File: src/hdl/pecs_pkg.sv
// package: register map, field layout and state types of the pecs block
package pecs_pkg;

    // ************************************************************
    // timing
    // ************************************************************
    localparam int unsigned CLK_MHZ       = 100;
    localparam int unsigned IDLE_LOSS_US  = 1000;
    localparam int unsigned IDLE_LOSS_CYC = IDLE_LOSS_US * CLK_MHZ;
    localparam int unsigned IDLE_CNT_W    = 17;

    // ************************************************************
    // register indices, byte address is index times four
    // ************************************************************
    localparam int unsigned ADDR_W       = 12;
    localparam logic [7:0]  IDX_CTRL1    = 8'h10;
    localparam logic [7:0]  IDX_STAT1    = 8'h11;
    localparam logic [7:0]  IDX_CTRL2    = 8'h14;
    localparam logic [7:0]  IDX_RXERR    = 8'h15;
    localparam logic [7:0]  IDX_IRQ_STAT = 8'h18;
    localparam logic [7:0]  IDX_IRQ_MASK = 8'h19;
    localparam logic [7:0]  IDX_SWRST    = 8'h1a;

    // ************************************************************
    // reset values and fields
    // ************************************************************
    localparam logic [15:0] CTRL1_RST   = 16'h0078;
    localparam logic [15:0] CTRL2_RST   = 16'h0c68;
    localparam logic [15:0] CTRL2_WMASK = 16'h7fff;
    localparam logic [15:0] CTRL2_SWCLR = 16'h0007;
    localparam logic [15:0] RXERR_RST   = 16'h0000;
    localparam logic [15:0] RXERR_MAX   = 16'hffff;
    localparam int unsigned MDI_LSB     = 5;
    localparam int unsigned AN_EN_BIT   = 3;
    localparam int unsigned LOSS_BIT    = 15;
    localparam int unsigned SPD_LSB     = 14;
    localparam int unsigned DUP_BIT     = 13;
    localparam int unsigned PAGE_BIT    = 12;
    localparam int unsigned RES_BIT     = 11;
    localparam int unsigned LINK_BIT    = 10;
    localparam int unsigned CLEN_LSB    = 7;
    localparam int unsigned XOV_BIT     = 6;
    localparam int unsigned TXP_BIT     = 3;
    localparam int unsigned RXP_BIT     = 2;
    localparam int unsigned POL_BIT     = 1;
    localparam int unsigned JAB_BIT     = 0;
    localparam int unsigned SWRST_BIT   = 0;
    localparam logic [1:0]  MDI_STRAIGHT = 2'h0;
    localparam logic [1:0]  MDI_CROSSED  = 2'h1;
    localparam logic [1:0]  MDI_AUTO     = 2'h3;
    localparam logic [1:0]  SPEED_GIG    = 2'h2;
    localparam int unsigned IRQ_W    = 4;
    localparam int unsigned IRQ_PAGE = 0;
    localparam int unsigned IRQ_LOSS = 1;
    localparam int unsigned IRQ_JAB  = 2;
    localparam int unsigned IRQ_SAT  = 3;

    // ************************************************************
    // carriers and state
    // ************************************************************
    typedef struct packed {
        logic [1:0] speed;
        logic       duplex;
        logic       page;
        logic       an_done;
        logic       an_off;
        logic       link;
        logic [2:0] cable_len;
        logic       xover;
        logic       tx_pause;
        logic       rx_pause;
        logic       polarity;
        logic       jabber;
        logic       idle_seen;
        logic       rx_err;
    } pecs_phy_in_type;

    typedef struct packed {
        logic [ADDR_W-1:0] paddr;
        logic              psel;
        logic              penable;
        logic              pwrite;
        logic [31:0]       pwdata;
    } pecs_apb_req_type;

    typedef struct packed {
        logic [31:0] prdata;
        logic        pready;
        logic        pslverr;
    } pecs_apb_rsp_type;

    typedef struct packed {
        logic [15:0]           ctrl1;
        logic [15:0]           ctrl2;
        logic [15:0]           stat1;
        logic [1:0]            mdi_eff;
        logic                  an_en_eff;
        logic                  loss;
        logic [IDLE_CNT_W-1:0] idle_cnt;
        logic [IRQ_W-1:0]      irq_stat;
        logic [IRQ_W-1:0]      irq_mask;
        logic                  irq;
        logic                  jab_d;
        logic                  sat_d;
        logic                  swrst;
        pecs_apb_rsp_type      rsp;
    } pecs_state_type;

    typedef struct packed {
        logic [15:0] count;
    } pecs_cnt_state_type;

    localparam pecs_state_type STATE_RST = '{
        ctrl1: CTRL1_RST, ctrl2: CTRL2_RST, mdi_eff: MDI_AUTO,
        an_en_eff: 1'b1, default: '0};

endpackage : pecs_pkg

File: src/hdl/pecs_err_counter.sv
// saturating receive error counter, cleared on read or soft reset
module pecs_err_counter (
    // clock and reset
    input  wire logic        clock_i,
    input  wire logic        rst_i,
    // control
    input  wire logic        inc_i,
    input  wire logic        clr_i,
    // count
    output logic [15:0]      count_o,
    output logic             sat_o
);

    pecs_pkg::pecs_cnt_state_type s_reg;
    pecs_pkg::pecs_cnt_state_type s_next;

    // ************************************************************
    // counting
    // ************************************************************
    // an error arriving in the clearing cycle is kept as the first count
    always_comb begin
        s_next = s_reg;
        if (clr_i) begin
            s_next.count = inc_i ? 16'h0001 : pecs_pkg::RXERR_RST;
        end else if (inc_i && s_reg.count != pecs_pkg::RXERR_MAX) begin
            s_next.count = s_reg.count + 16'h0001;
        end
    end

    always_ff @(posedge clock_i) begin
        if (rst_i) begin
            s_reg.count <= pecs_pkg::RXERR_RST;
        end else begin
            s_reg <= s_next;
        end
    end

    assign count_o = s_reg.count;
    assign sat_o   = (s_reg.count == pecs_pkg::RXERR_MAX);
endmodule : pecs_err_counter

File: src/hdl/pecs_regs.sv
// extended control and status register bank behind an apb slave
//
// Behaviour
// - crossover mode 00 straight, 01 crossed, 11 automatic; resets to automatic
// - a written crossover mode only applies after a software reset
// - speed 10 means gigabit, duplex 1 full 0 half; valid once resolved
// - page received latches high; hardware and software reset clear it
// - resolved flag set when negotiation done or disabled, else zero
// - crossover status 1 when pairs A/B and C/D swapped; valid once resolved
// - two bits report attached controller transmit and receive pause ability
// - polarity bit set when any pair has reversed conductors
// - jabber bit follows copper jabber; zero on hardware reset
// - no idles for 1 ms drops lock, takes link down, sets loss bit
// - serial negotiation enable resets to 1; change applies after soft reset
// - sixteen bit counter counts copper receive errors; resets to zero
// - receive error counter saturates at all ones
//
// Our own choice: register access over APB.
module pecs_regs #(
    parameter int unsigned IDLE_LOSS_CYC = pecs_pkg::IDLE_LOSS_CYC
) (
    // clock and reset
    input  wire logic                       clock_i,
    input  wire logic                       rst_i,
    // register bus
    input  wire pecs_pkg::pecs_apb_req_type apb_i,
    output pecs_pkg::pecs_apb_rsp_type      apb_o,
    // physical layer status
    input  wire pecs_pkg::pecs_phy_in_type  phy_i,
    // applied controls
    output logic [1:0]                      mdi_mode_o,
    output logic                            serdes_an_en_o,
    output logic                            link_down_o,
    // interrupt
    output logic                            irq_o
);

    localparam logic [pecs_pkg::IDLE_CNT_W-1:0] IDLE_LIM =
        pecs_pkg::IDLE_CNT_W'(IDLE_LOSS_CYC - 1);

    pecs_pkg::pecs_state_type s_reg;
    pecs_pkg::pecs_state_type s_next;

    logic                       acc;
    logic                       cap;
    logic                       wr;
    logic                       rd;
    logic                       rd_stat1;
    logic                       res;
    logic                       mapped;
    logic                       cnt_clr;
    logic                       loss_next;
    logic [15:0]                rd_word;
    logic [15:0]                st;
    logic [15:0]                err_count;
    logic                       err_sat;
    logic [pecs_pkg::IRQ_W-1:0] ev;

    // ************************************************************
    // address decode
    // ************************************************************
    function automatic logic hit(
        input logic [pecs_pkg::ADDR_W-1:0] a,
        input logic [7:0]                  idx
    );
        return a == {2'b00, idx, 2'b00};
    endfunction : hit

    // one wait state: capture on the first access edge, finish on the next
    assign acc      = apb_i.psel & apb_i.penable;
    assign cap      = acc & ~s_reg.rsp.pready;
    assign wr       = acc & s_reg.rsp.pready & apb_i.pwrite
                      & ~s_reg.rsp.pslverr;
    assign rd       = cap & ~apb_i.pwrite;
    assign rd_stat1 = rd & hit(apb_i.paddr, pecs_pkg::IDX_STAT1);
    assign cnt_clr  = (rd & hit(apb_i.paddr, pecs_pkg::IDX_RXERR))
                      | s_reg.swrst;
    assign res      = phy_i.an_done | phy_i.an_off;

    always_comb begin
        rd_word = 16'h0000;
        mapped  = 1'b1;
        if (hit(apb_i.paddr, pecs_pkg::IDX_CTRL1)) begin
            rd_word = s_reg.ctrl1;
        end else if (hit(apb_i.paddr, pecs_pkg::IDX_STAT1)) begin
            rd_word = s_reg.stat1;
        end else if (hit(apb_i.paddr, pecs_pkg::IDX_CTRL2)) begin
            rd_word = s_reg.ctrl2;
            rd_word[pecs_pkg::LOSS_BIT] = s_reg.loss;
        end else if (hit(apb_i.paddr, pecs_pkg::IDX_RXERR)) begin
            rd_word = err_count;
        end else if (hit(apb_i.paddr, pecs_pkg::IDX_IRQ_STAT)) begin
            rd_word = {12'h000, s_reg.irq_stat};
        end else if (hit(apb_i.paddr, pecs_pkg::IDX_IRQ_MASK)) begin
            rd_word = {12'h000, s_reg.irq_mask};
        end else if (hit(apb_i.paddr, pecs_pkg::IDX_SWRST)) begin
            rd_word = 16'h0000;
        end else begin
            mapped = 1'b0;
        end
    end

    // ************************************************************
    // live status image
    // ************************************************************
    always_comb begin
        st = 16'h0000;
        // speed and duplex hold their last resolved value
        st[pecs_pkg::SPD_LSB +: 2] = res ? phy_i.speed
            : s_reg.stat1[pecs_pkg::SPD_LSB +: 2];
        st[pecs_pkg::DUP_BIT] = res ? phy_i.duplex
            : s_reg.stat1[pecs_pkg::DUP_BIT];
        st[pecs_pkg::PAGE_BIT] = phy_i.page
            | (s_reg.stat1[pecs_pkg::PAGE_BIT] & ~rd_stat1);
        st[pecs_pkg::RES_BIT] = res;
        st[pecs_pkg::LINK_BIT] = phy_i.link & ~loss_next;
        st[pecs_pkg::CLEN_LSB +: 3] = phy_i.cable_len;
        st[pecs_pkg::XOV_BIT] = res & phy_i.xover;
        st[pecs_pkg::TXP_BIT] = res & phy_i.tx_pause;
        st[pecs_pkg::RXP_BIT] = res & phy_i.rx_pause;
        st[pecs_pkg::POL_BIT] = phy_i.polarity;
        st[pecs_pkg::JAB_BIT] = phy_i.jabber;
    end

    // ************************************************************
    // idle watchdog
    // ************************************************************
    // loss stays until idles come back or a soft reset; a dead link has no lock to lose
    assign loss_next = ~s_reg.swrst & phy_i.link & ~phy_i.idle_seen
                       & (s_reg.loss | (s_reg.idle_cnt == IDLE_LIM));

    // ************************************************************
    // next state
    // ************************************************************
    always_comb begin
        s_next = s_reg;
        s_next.swrst = 1'b0;

        // bus answer
        s_next.rsp.pready = cap;
        if (cap) begin
            s_next.rsp.pslverr = ~mapped;
            s_next.rsp.prdata  = {16'h0000, rd_word};
        end

        // status
        s_next.stat1 = st;
        s_next.loss  = loss_next;
        if (!phy_i.link || phy_i.idle_seen) begin
            s_next.idle_cnt = '0;
        end else if (s_reg.idle_cnt != IDLE_LIM) begin
            s_next.idle_cnt = s_reg.idle_cnt + 1'b1;
        end
        s_next.jab_d = phy_i.jabber;
        s_next.sat_d = err_sat;

        // register writes
        if (wr && hit(apb_i.paddr, pecs_pkg::IDX_CTRL1)) begin
            s_next.ctrl1 = apb_i.pwdata[15:0];
        end
        if (wr && hit(apb_i.paddr, pecs_pkg::IDX_CTRL2)) begin
            s_next.ctrl2 = apb_i.pwdata[15:0]
                           & pecs_pkg::CTRL2_WMASK;
        end
        if (wr && hit(apb_i.paddr, pecs_pkg::IDX_IRQ_MASK)) begin
            s_next.irq_mask = apb_i.pwdata[pecs_pkg::IRQ_W-1:0];
        end
        if (wr && hit(apb_i.paddr, pecs_pkg::IDX_IRQ_STAT)) begin
            s_next.irq_stat = s_reg.irq_stat
                              & ~apb_i.pwdata[pecs_pkg::IRQ_W-1:0];
        end
        if (wr && hit(apb_i.paddr, pecs_pkg::IDX_SWRST)) begin
            s_next.swrst = apb_i.pwdata[pecs_pkg::SWRST_BIT];
        end

        // soft reset: pending modes become live, status restarts
        if (s_reg.swrst) begin
            s_next.mdi_eff   = s_reg.ctrl1[pecs_pkg::MDI_LSB +: 2];
            s_next.an_en_eff = s_reg.ctrl2[pecs_pkg::AN_EN_BIT];
            s_next.ctrl2     = s_reg.ctrl2 & ~pecs_pkg::CTRL2_SWCLR;
            s_next.stat1     = {s_reg.stat1[15:13], 13'h0000};
            s_next.idle_cnt  = '0;
        end

        // events set after the clear, so a same-cycle event is kept
        s_next.irq_stat = s_next.irq_stat | ev;
        s_next.irq = |(s_next.irq_stat & s_next.irq_mask);
    end

    always_comb begin
        ev = '0;
        ev[pecs_pkg::IRQ_PAGE] = phy_i.page;
        ev[pecs_pkg::IRQ_LOSS] = loss_next & ~s_reg.loss;
        ev[pecs_pkg::IRQ_JAB]  = phy_i.jabber & ~s_reg.jab_d;
        ev[pecs_pkg::IRQ_SAT]  = err_sat & ~s_reg.sat_d;
    end

    always_ff @(posedge clock_i) begin
        if (rst_i) begin
            s_reg <= pecs_pkg::STATE_RST;
        end else begin
            s_reg <= s_next;
        end
    end

    // ************************************************************
    // receive error counter
    // ************************************************************
    pecs_err_counter u_err_counter (
        .clock_i (clock_i),
        .rst_i   (rst_i),
        .inc_i   (phy_i.rx_err),
        .clr_i   (cnt_clr),
        .count_o (err_count),
        .sat_o   (err_sat)
    );

    // ************************************************************
    // outputs
    // ************************************************************
    assign apb_o          = s_reg.rsp;
    assign mdi_mode_o     = s_reg.mdi_eff;
    assign serdes_an_en_o = s_reg.an_en_eff;
    assign link_down_o    = s_reg.loss;
    assign irq_o          = s_reg.irq;
endmodule : pecs_regs

File: config.mk
export PLATFORM = sky130hd
export DESIGN_NAME = pecs_regs
export DESIGN_NICKNAME = d
export VERILOG_FILES = /design/src/hdl/pecs_pkg.sv /design/src/hdl/pecs_err_counter.sv /design/src/hdl/pecs_regs.sv
export SDC_FILE = /design/constraint.sdc
export NUM_CORES = 1
export LEC_CHECK = 0
export BUFFER_PORTS_ARGS = -buffer_cell sky130_fd_sc_hd__buf_2
export CORE_MARGIN = 8
export CORE_UTILIZATION = 35
export DETAILED_ROUTE_END_ITERATION = 10
export MAX_ROUTING_LAYER = met4
export PLACE_DENSITY = 0.67
export REMOVE_ABC_BUFFERS = 1
export SLEW_MARGIN = 15
export SYNTH_ARGS = -nofsm -noshare
export SYNTH_HDL_FRONTEND = slang
export SYNTH_SLANG_ARGS = --single-unit
File: constraint.sdc
create_clock -name clock_i -period 2.25 [get_ports clock_i]
set_clock_uncertainty 0.2 [all_clocks]
set_input_delay 0.1125 -clock clock_i [delete_from_list [all_inputs] [get_ports clock_i]]
set_output_delay 0.1125 -clock clock_i [all_outputs]
set_load 0.005 [all_outputs]
After elaboration in Yosys (flattened, before gate mapping)

Index checks and enable logic that the tools add are counted.
Widths: inputs -> output; s select.

Bits in registers: 114
Bits in latches: 0
Memory bits (writable): 0
Memory bits (read-only): 0
Input bits: 66
Output and inout bits: 39
Word-level logic and storage cells: 105
Memories: 0

Add/subtract/negate cells: 2
Multipliers: 0
Div/mod/pow operators: 0
Magnitude comparators: 0
Equality and inequality tests: 11
Shifts and indexed selects: 0
Multiplexer cells: 18
Bitwise logic cells: 39
Reductions and logical operators: 15

Operator list:

| kind                  | count |
|---|---|
| $mux 16               | 6 |
| $eq 12x7->1 const B   | 7 |
| $and 1x1->1           | 19 |
| $add 17x1->17 const B | 1 |
| $eq 17x17->1 const B  | 1 |
| $ne 17x17->1 const B  | 1 |
| $add 16x1->16 const B | 1 |
| $eq 16x16->1 const B  | 1 |
| $mux 4                | 4 |
| $ne 16x16->1 const B  | 1 |
| $not 1->1             | 12 |
| $and 4x4->4           | 2 |
| $mux 1                | 8 |
| $logic_and 1x1->1     | 6 |
| $not 4->4             | 1 |
| $or 1x1->1            | 4 |
| $or 4x4->4            | 1 |
| $reduce_and 2->1      | 2 |
| $reduce_or 2->1       | 2 |
| $reduce_or 4->1       | 1 |
| $reduce_or 3->1       | 1 |
| $reduce_bool 2->1     | 1 |
| $logic_not 1->1       | 1 |
| $logic_or 1x1->1      | 1 |

Depth between registers and ports, before layout

Word-level depth: 9
Depth in mapped cells: 8
Depth with buffers taken out: 7

Hierarchy

Synthesis repeated with hierarchy kept, for this count alone.

Cell total of the unflattened synthesis: 621
Area total of the unflattened synthesis: 5350.1 µm²

By module, submodules not included:

| module           | times used | cells an instance | area each (µm²) |
|---|---|---|---|
| pecs_regs        | 1          | 518               | 4486.8 |
| pecs_err_counter | 1          | 103               | 863.3 |

Least setup slack after synthesis

OpenSTA, ideal clock, no wires.

Path kind: reg-to-reg
Start: register u_err_counter.s_reg (netlist bit u_err_counter.count_o[0])
End: register u_err_counter.s_reg (netlist bit u_err_counter.count_o[3])
Setup time: 0.132 ns
Arrival time: 1.968 ns
Required time: 1.918 ns
Setup slack: -0.051 ns
Cell stages (with the launch flop): 9
Buffers on the path: 1
Cell sequence: dfxtp_1 -> ha_1 -> inv_1 -> or4_1 -> o21ai_1 -> buf_2 -> nand2_1 -> a41oi_1 -> nor3_1

Cells in the longest elaborated chain, start to end: 3
Elaborated cells between the ends (all ways): 6
Classes of those cells: add/sub: 1; eq/ne: 1; mux: 2; reduce/logical: 2

RTL lines:

| element                                       | line                                           | RTL |
|---|---|---|
| start: declaration                            | pecs_err_counter.sv:14                         | `pecs_pkg::pecs_cnt_state_type s_reg;` |
| start signal: assignment                      | pecs_err_counter.sv:34                         | `s_reg <= s_next;` |
| $add 16x1->16 or $ne 16x16->1 (tied branches) | pecs_err_counter.sv:26, pecs_err_counter.sv:25 |  |
| $mux 16 or $logic_and 1x1->1 (tied branches)  | pecs_err_counter.sv:25                         | `end else if (inc_i && s_reg.count != pecs_pkg::RXERR_MAX) begin` |
| $mux 16 or $reduce_bool 2->1 (tied branches)  | --                                             |  |

Parallel ways exist; a longest one is shown, timed or not. The select of a mux whose other input is x is not followed.
A chain may end at the register's enable or synchronous reset.

Worst setup path in the final report

Start: register u_err_counter.s_reg (netlist bit u_err_counter.count_o[0])
End: register s_reg (netlist bit irq_o)

Cells in the longest elaborated chain, start to end: 5

RTL lines:

| element                | line                   | RTL |
|---|---|---|
| $eq 16x16->1           | pecs_err_counter.sv:39 | `assign sat_o = (s_reg.count == pecs_pkg::RXERR_MAX);` |
| $and 1x1->1            | pecs_regs.sv:195       | `ev[pecs_pkg::IRQ_SAT] = err_sat & ~s_reg.sat_d;` |
| $or 4x4->4             | pecs_regs.sv:186       | `s_next.irq_stat = s_next.irq_stat \| ev;` |
| $and 4x4->4            | pecs_regs.sv:187       | `s_next.irq = \|(s_next.irq_stat & s_next.irq_mask);` |
| $reduce_or 4->1        | pecs_regs.sv:187       |  |
| end signal: assignment | pecs_regs.sv:200       | `s_reg <= pecs_pkg::STATE_RST;` |
| end signal: assignment | pecs_regs.sv:202       | `s_reg <= s_next;` |
| end: declaration       | pecs_regs.sv:41        | `pecs_pkg::pecs_state_type s_reg;` |

Every way passes these cells.

==> metrics.yaml <==
sta:
  tightest_slew_ns: 0.521
  rsz0062_at_grt: "no"
  slew_viol_final: 0
  period_share: 0.956
  setup_violations: 0
  period_needed_ns: 2.15
  hold_viol: 0
  slew_headroom: 0.650
  timing.fmax_mhz: 465
worst_setup_path:
  cp.arrival_ns: 2.24
  reg2reg_setup_slack_ns: 0.1
  reg2reg_depth: 7
  endpoint: "irq_o$_SDFF_PP0_"
  critPathKind: "reg2reg"
  startpoint_type: "flip-flop"
  cp.required_ns: 2.34
  worst-path-max-fanout: 3
  crit_start: "u_err_counter.count_o[0]$_SDFFE_PP0P_"
  worstReg2RegStart: "u_err_counter.count_o[0]$_SDFFE_PP0P_"
  reg2reg_to: "irq_o$_SDFF_PP0_"
  end_kind: "flip-flop"
logic_synthesis:
  synth_warnings: 0
  ys_dominant_reg_cell: "dfxtp_1"
  synth-seq-cells: 112
  synth_cell_types: 62
  post_synth_instance_area_sq_um: 5220
  synth_async_sr_flop_share: 0
  syn_avg_cell_area_sq_um: 8.44
  synthCells: 619
  ys_seq_area_frac: 0.429
  synth_edf_count: 0
cells_and_area:
  post_layout_nonfiller_instances: 928
  drive_gt1_frac: 0.196
  area_growth_pct: 25.8
  largest_reg_flops: 73
  antenna_cells: 0
  nFillCells: 1435
  nNetsFinal: 807
power_and_ir_drop:
  leakagePower_nw: 2.52
  total_power_w: 0.00402
  power.density_nw_per_um2: 611
  peakVddDrop_v: 0.000390
flow_run:
  maxCapViolations: 0
clock_network:
  h-tree-depth: 3
  cts-buffers-inserted: 9
  cts_sinks: 112
  clk_pin_slew_ns: 0.08
  cts_tree: "done"
  post_cts_buffers: 0
  clk_path_buf_depth: 2
  cts_root_buf: "clkbuf_16"
  clock_latency_ns: 0.36
grt:
  grt_max_degree: 26
  grt_pass1_wl_microns: 22200
  met1_usage: 0.164
  grt.busiest_layer: "met2"
  first_global_vias: 4512
  use_met2: 0.243
  grt_overflow: 0
  grt_usage: 0.145
  grt.met3_usage: 0.0459
  antenna_found_initial: 0
route:
  dr.pass1.iters: 6
  drt_iter0_drc: 210
  wl_microns: 13600
  avgRoutedWirePerCell_microns: 14.6
  dr_total_vias: 4564
  drc: 0
  viasPerCell: 4.92
  antenna_left: 0
status:
  status: "completed"
die:
  start_util: 0.359
  core_area_sq_um: 14500
  die_w_microns: 138
  dieArea_sq_um: 19100
  chipHeight_microns: 138
  pin_count: 105
  rows: 44
worst_hold_path:
  hp-start: "rst_i"
  hp-class: "in2reg"
  whs_path_depth: 3
placed_design:
  placed_cells: 874
  io_buffer_count: 72
  dp_hpwl_microns: 10200
  gp_congestion: 0.878
==> critical path, cell delays in order, from the launching register on <==
cell	delay (ns)
dfxtp_1	0.34
ha_1	0.19
inv_1	0.06
or4_4	0.55
or2_4	0.28
a2bb2oi_1	0.14
o22a_1	0.22
a21oi_1	0.12
==> stage by stage <==
step | setup WS (ns) | cell area [sq um] | setup TNS (ns) | utilization | hold slack [ns]
after floorplan | -0.300 | 4880 | -4.75 | - | -0.0184
after global placement | 0.00163 | 5870 | 0 | 0.404 | 0.114
after detailed placement | -0.0336 | 5870 | -0.386 | 0.404 | 0.115
after CTS | 0.0562 | 6570 | 0 | 0.452 | 0.0196
after global routing | 0.00363 | 6570 | 0 | 0.452 | 0.0255
final | 0.0997 | 6570 | 0 | 0.452 | 0.0389
==> Yosys cell counts (all sizes together) (3+ instances only) <==
cell type / number / area [sq um]
a211o: 9 / 78.8
a211oi: 17 / 128
a21oi: 39 / 195
a221oi: 10 / 87.6
and2: 10 / 62.6
and3: 5 / 31.3
buf: 46 / 330
clkbuf: 19 / 71.3
dfxtp: 112 / 2240
inv: 10 / 37.5
mux2i: 26 / 260
nand2: 76 / 285
nand3: 11 / 67.6
nand3b: 6 / 45.0
nand4: 12 / 75.1
nor2: 100 / 375
nor2b: 7 / 43.8
nor3: 16 / 85.1
nor4: 6 / 37.5
nor4b: 3 / 41.3
o211ai: 4 / 30.0
o21ai: 10 / 50.1
or2: 3 / 18.8
xnor2: 17 / 149
xor2: 11 / 96.3
==> cells by family after synthesis <==
| kind of cell | share of synthesized area |
|---|---|
| DFF | 0.429 |
| and+or+nand+nor | 0.248 |
| other | 0.000718 |
| xor gates and xnor gates | 0.0469 |
| muxes | 0.0498 |
| adders and majority gates | 0.00479 |
| buffers and inverters | 0.0841 |
| AOI/OAI and AO/OA | 0.137 |
==> cell usage in the layout (no fill, tap or decap), types with 15 or more instances in the layout <==
cell type	instances
dfxtp_1	112
nor2_1	100
nand2_1	76
buf_2	72
buf_4	46
a21oi_1	39
dlygate4sd3_1	38
mux2i_1	26
xnor2_1	17
a211oi_1	17
conb_1	16
nor3_1	15
==> layer usage <==
| metal | share of wire | vias to the layer above |
|---|---|---|
| met1 | 0.46 | 2114 |
| met2 | 0.47 | 91 |
| li1 | - | 2346 |
| met4 | 0.011 | 0 |
| met5 | 0 | - |
| met3 | 0.056 | 13 |
==> where the power goes <==
part	leakage, nW	switching [W]	total [W]	internal (W)
clock	0.142	0.000777	0.00166	0.000882
sequential	0.910	0.0000189	0.00204	0.00202
combinational	1.47	0.000165	0.000321	0.000157
total	2.52	0.000961	0.00402	0.00306
==> repair_timing <==
action | in CTS | in global routing
hold endpoints to repair | 57 | 0
setup endpoints to repair | 1 | 4
resized for setup | 1 | 2
hold buffers | 38 | 0
==> area by class of cell <==
type                    instances  area (sq um)  area share
clock inverters                 6          78.8      0.0120
multi-input cells             447          2610       0.397
repair buffers                159          1150       0.174
well taps                     184           230      0.0350
flip-flops and latches        112          2240       0.341
inverters                      10          37.5     0.00571
clock buffers                  10           229      0.0348
==> worst min-delay path by stage <==
stage | to | slack (ns)
finish | s_reg[45]$_SDFF_PP0_ | 0.04
global route | s_reg[45]$_SDFF_PP0_ | 0.03
CTS | apb_o[1]$_SDFF_PP0_ | 0.02
detailed placement | s_reg[74]$_SDFF_PP0_ | 0.12
global placement | s_reg[74]$_SDFF_PP0_ | 0.11
floorplan | apb_o[5]$_SDFFE_PP0P_ | -0.02
Note: power is estimated with default switching activity, not from simulation.
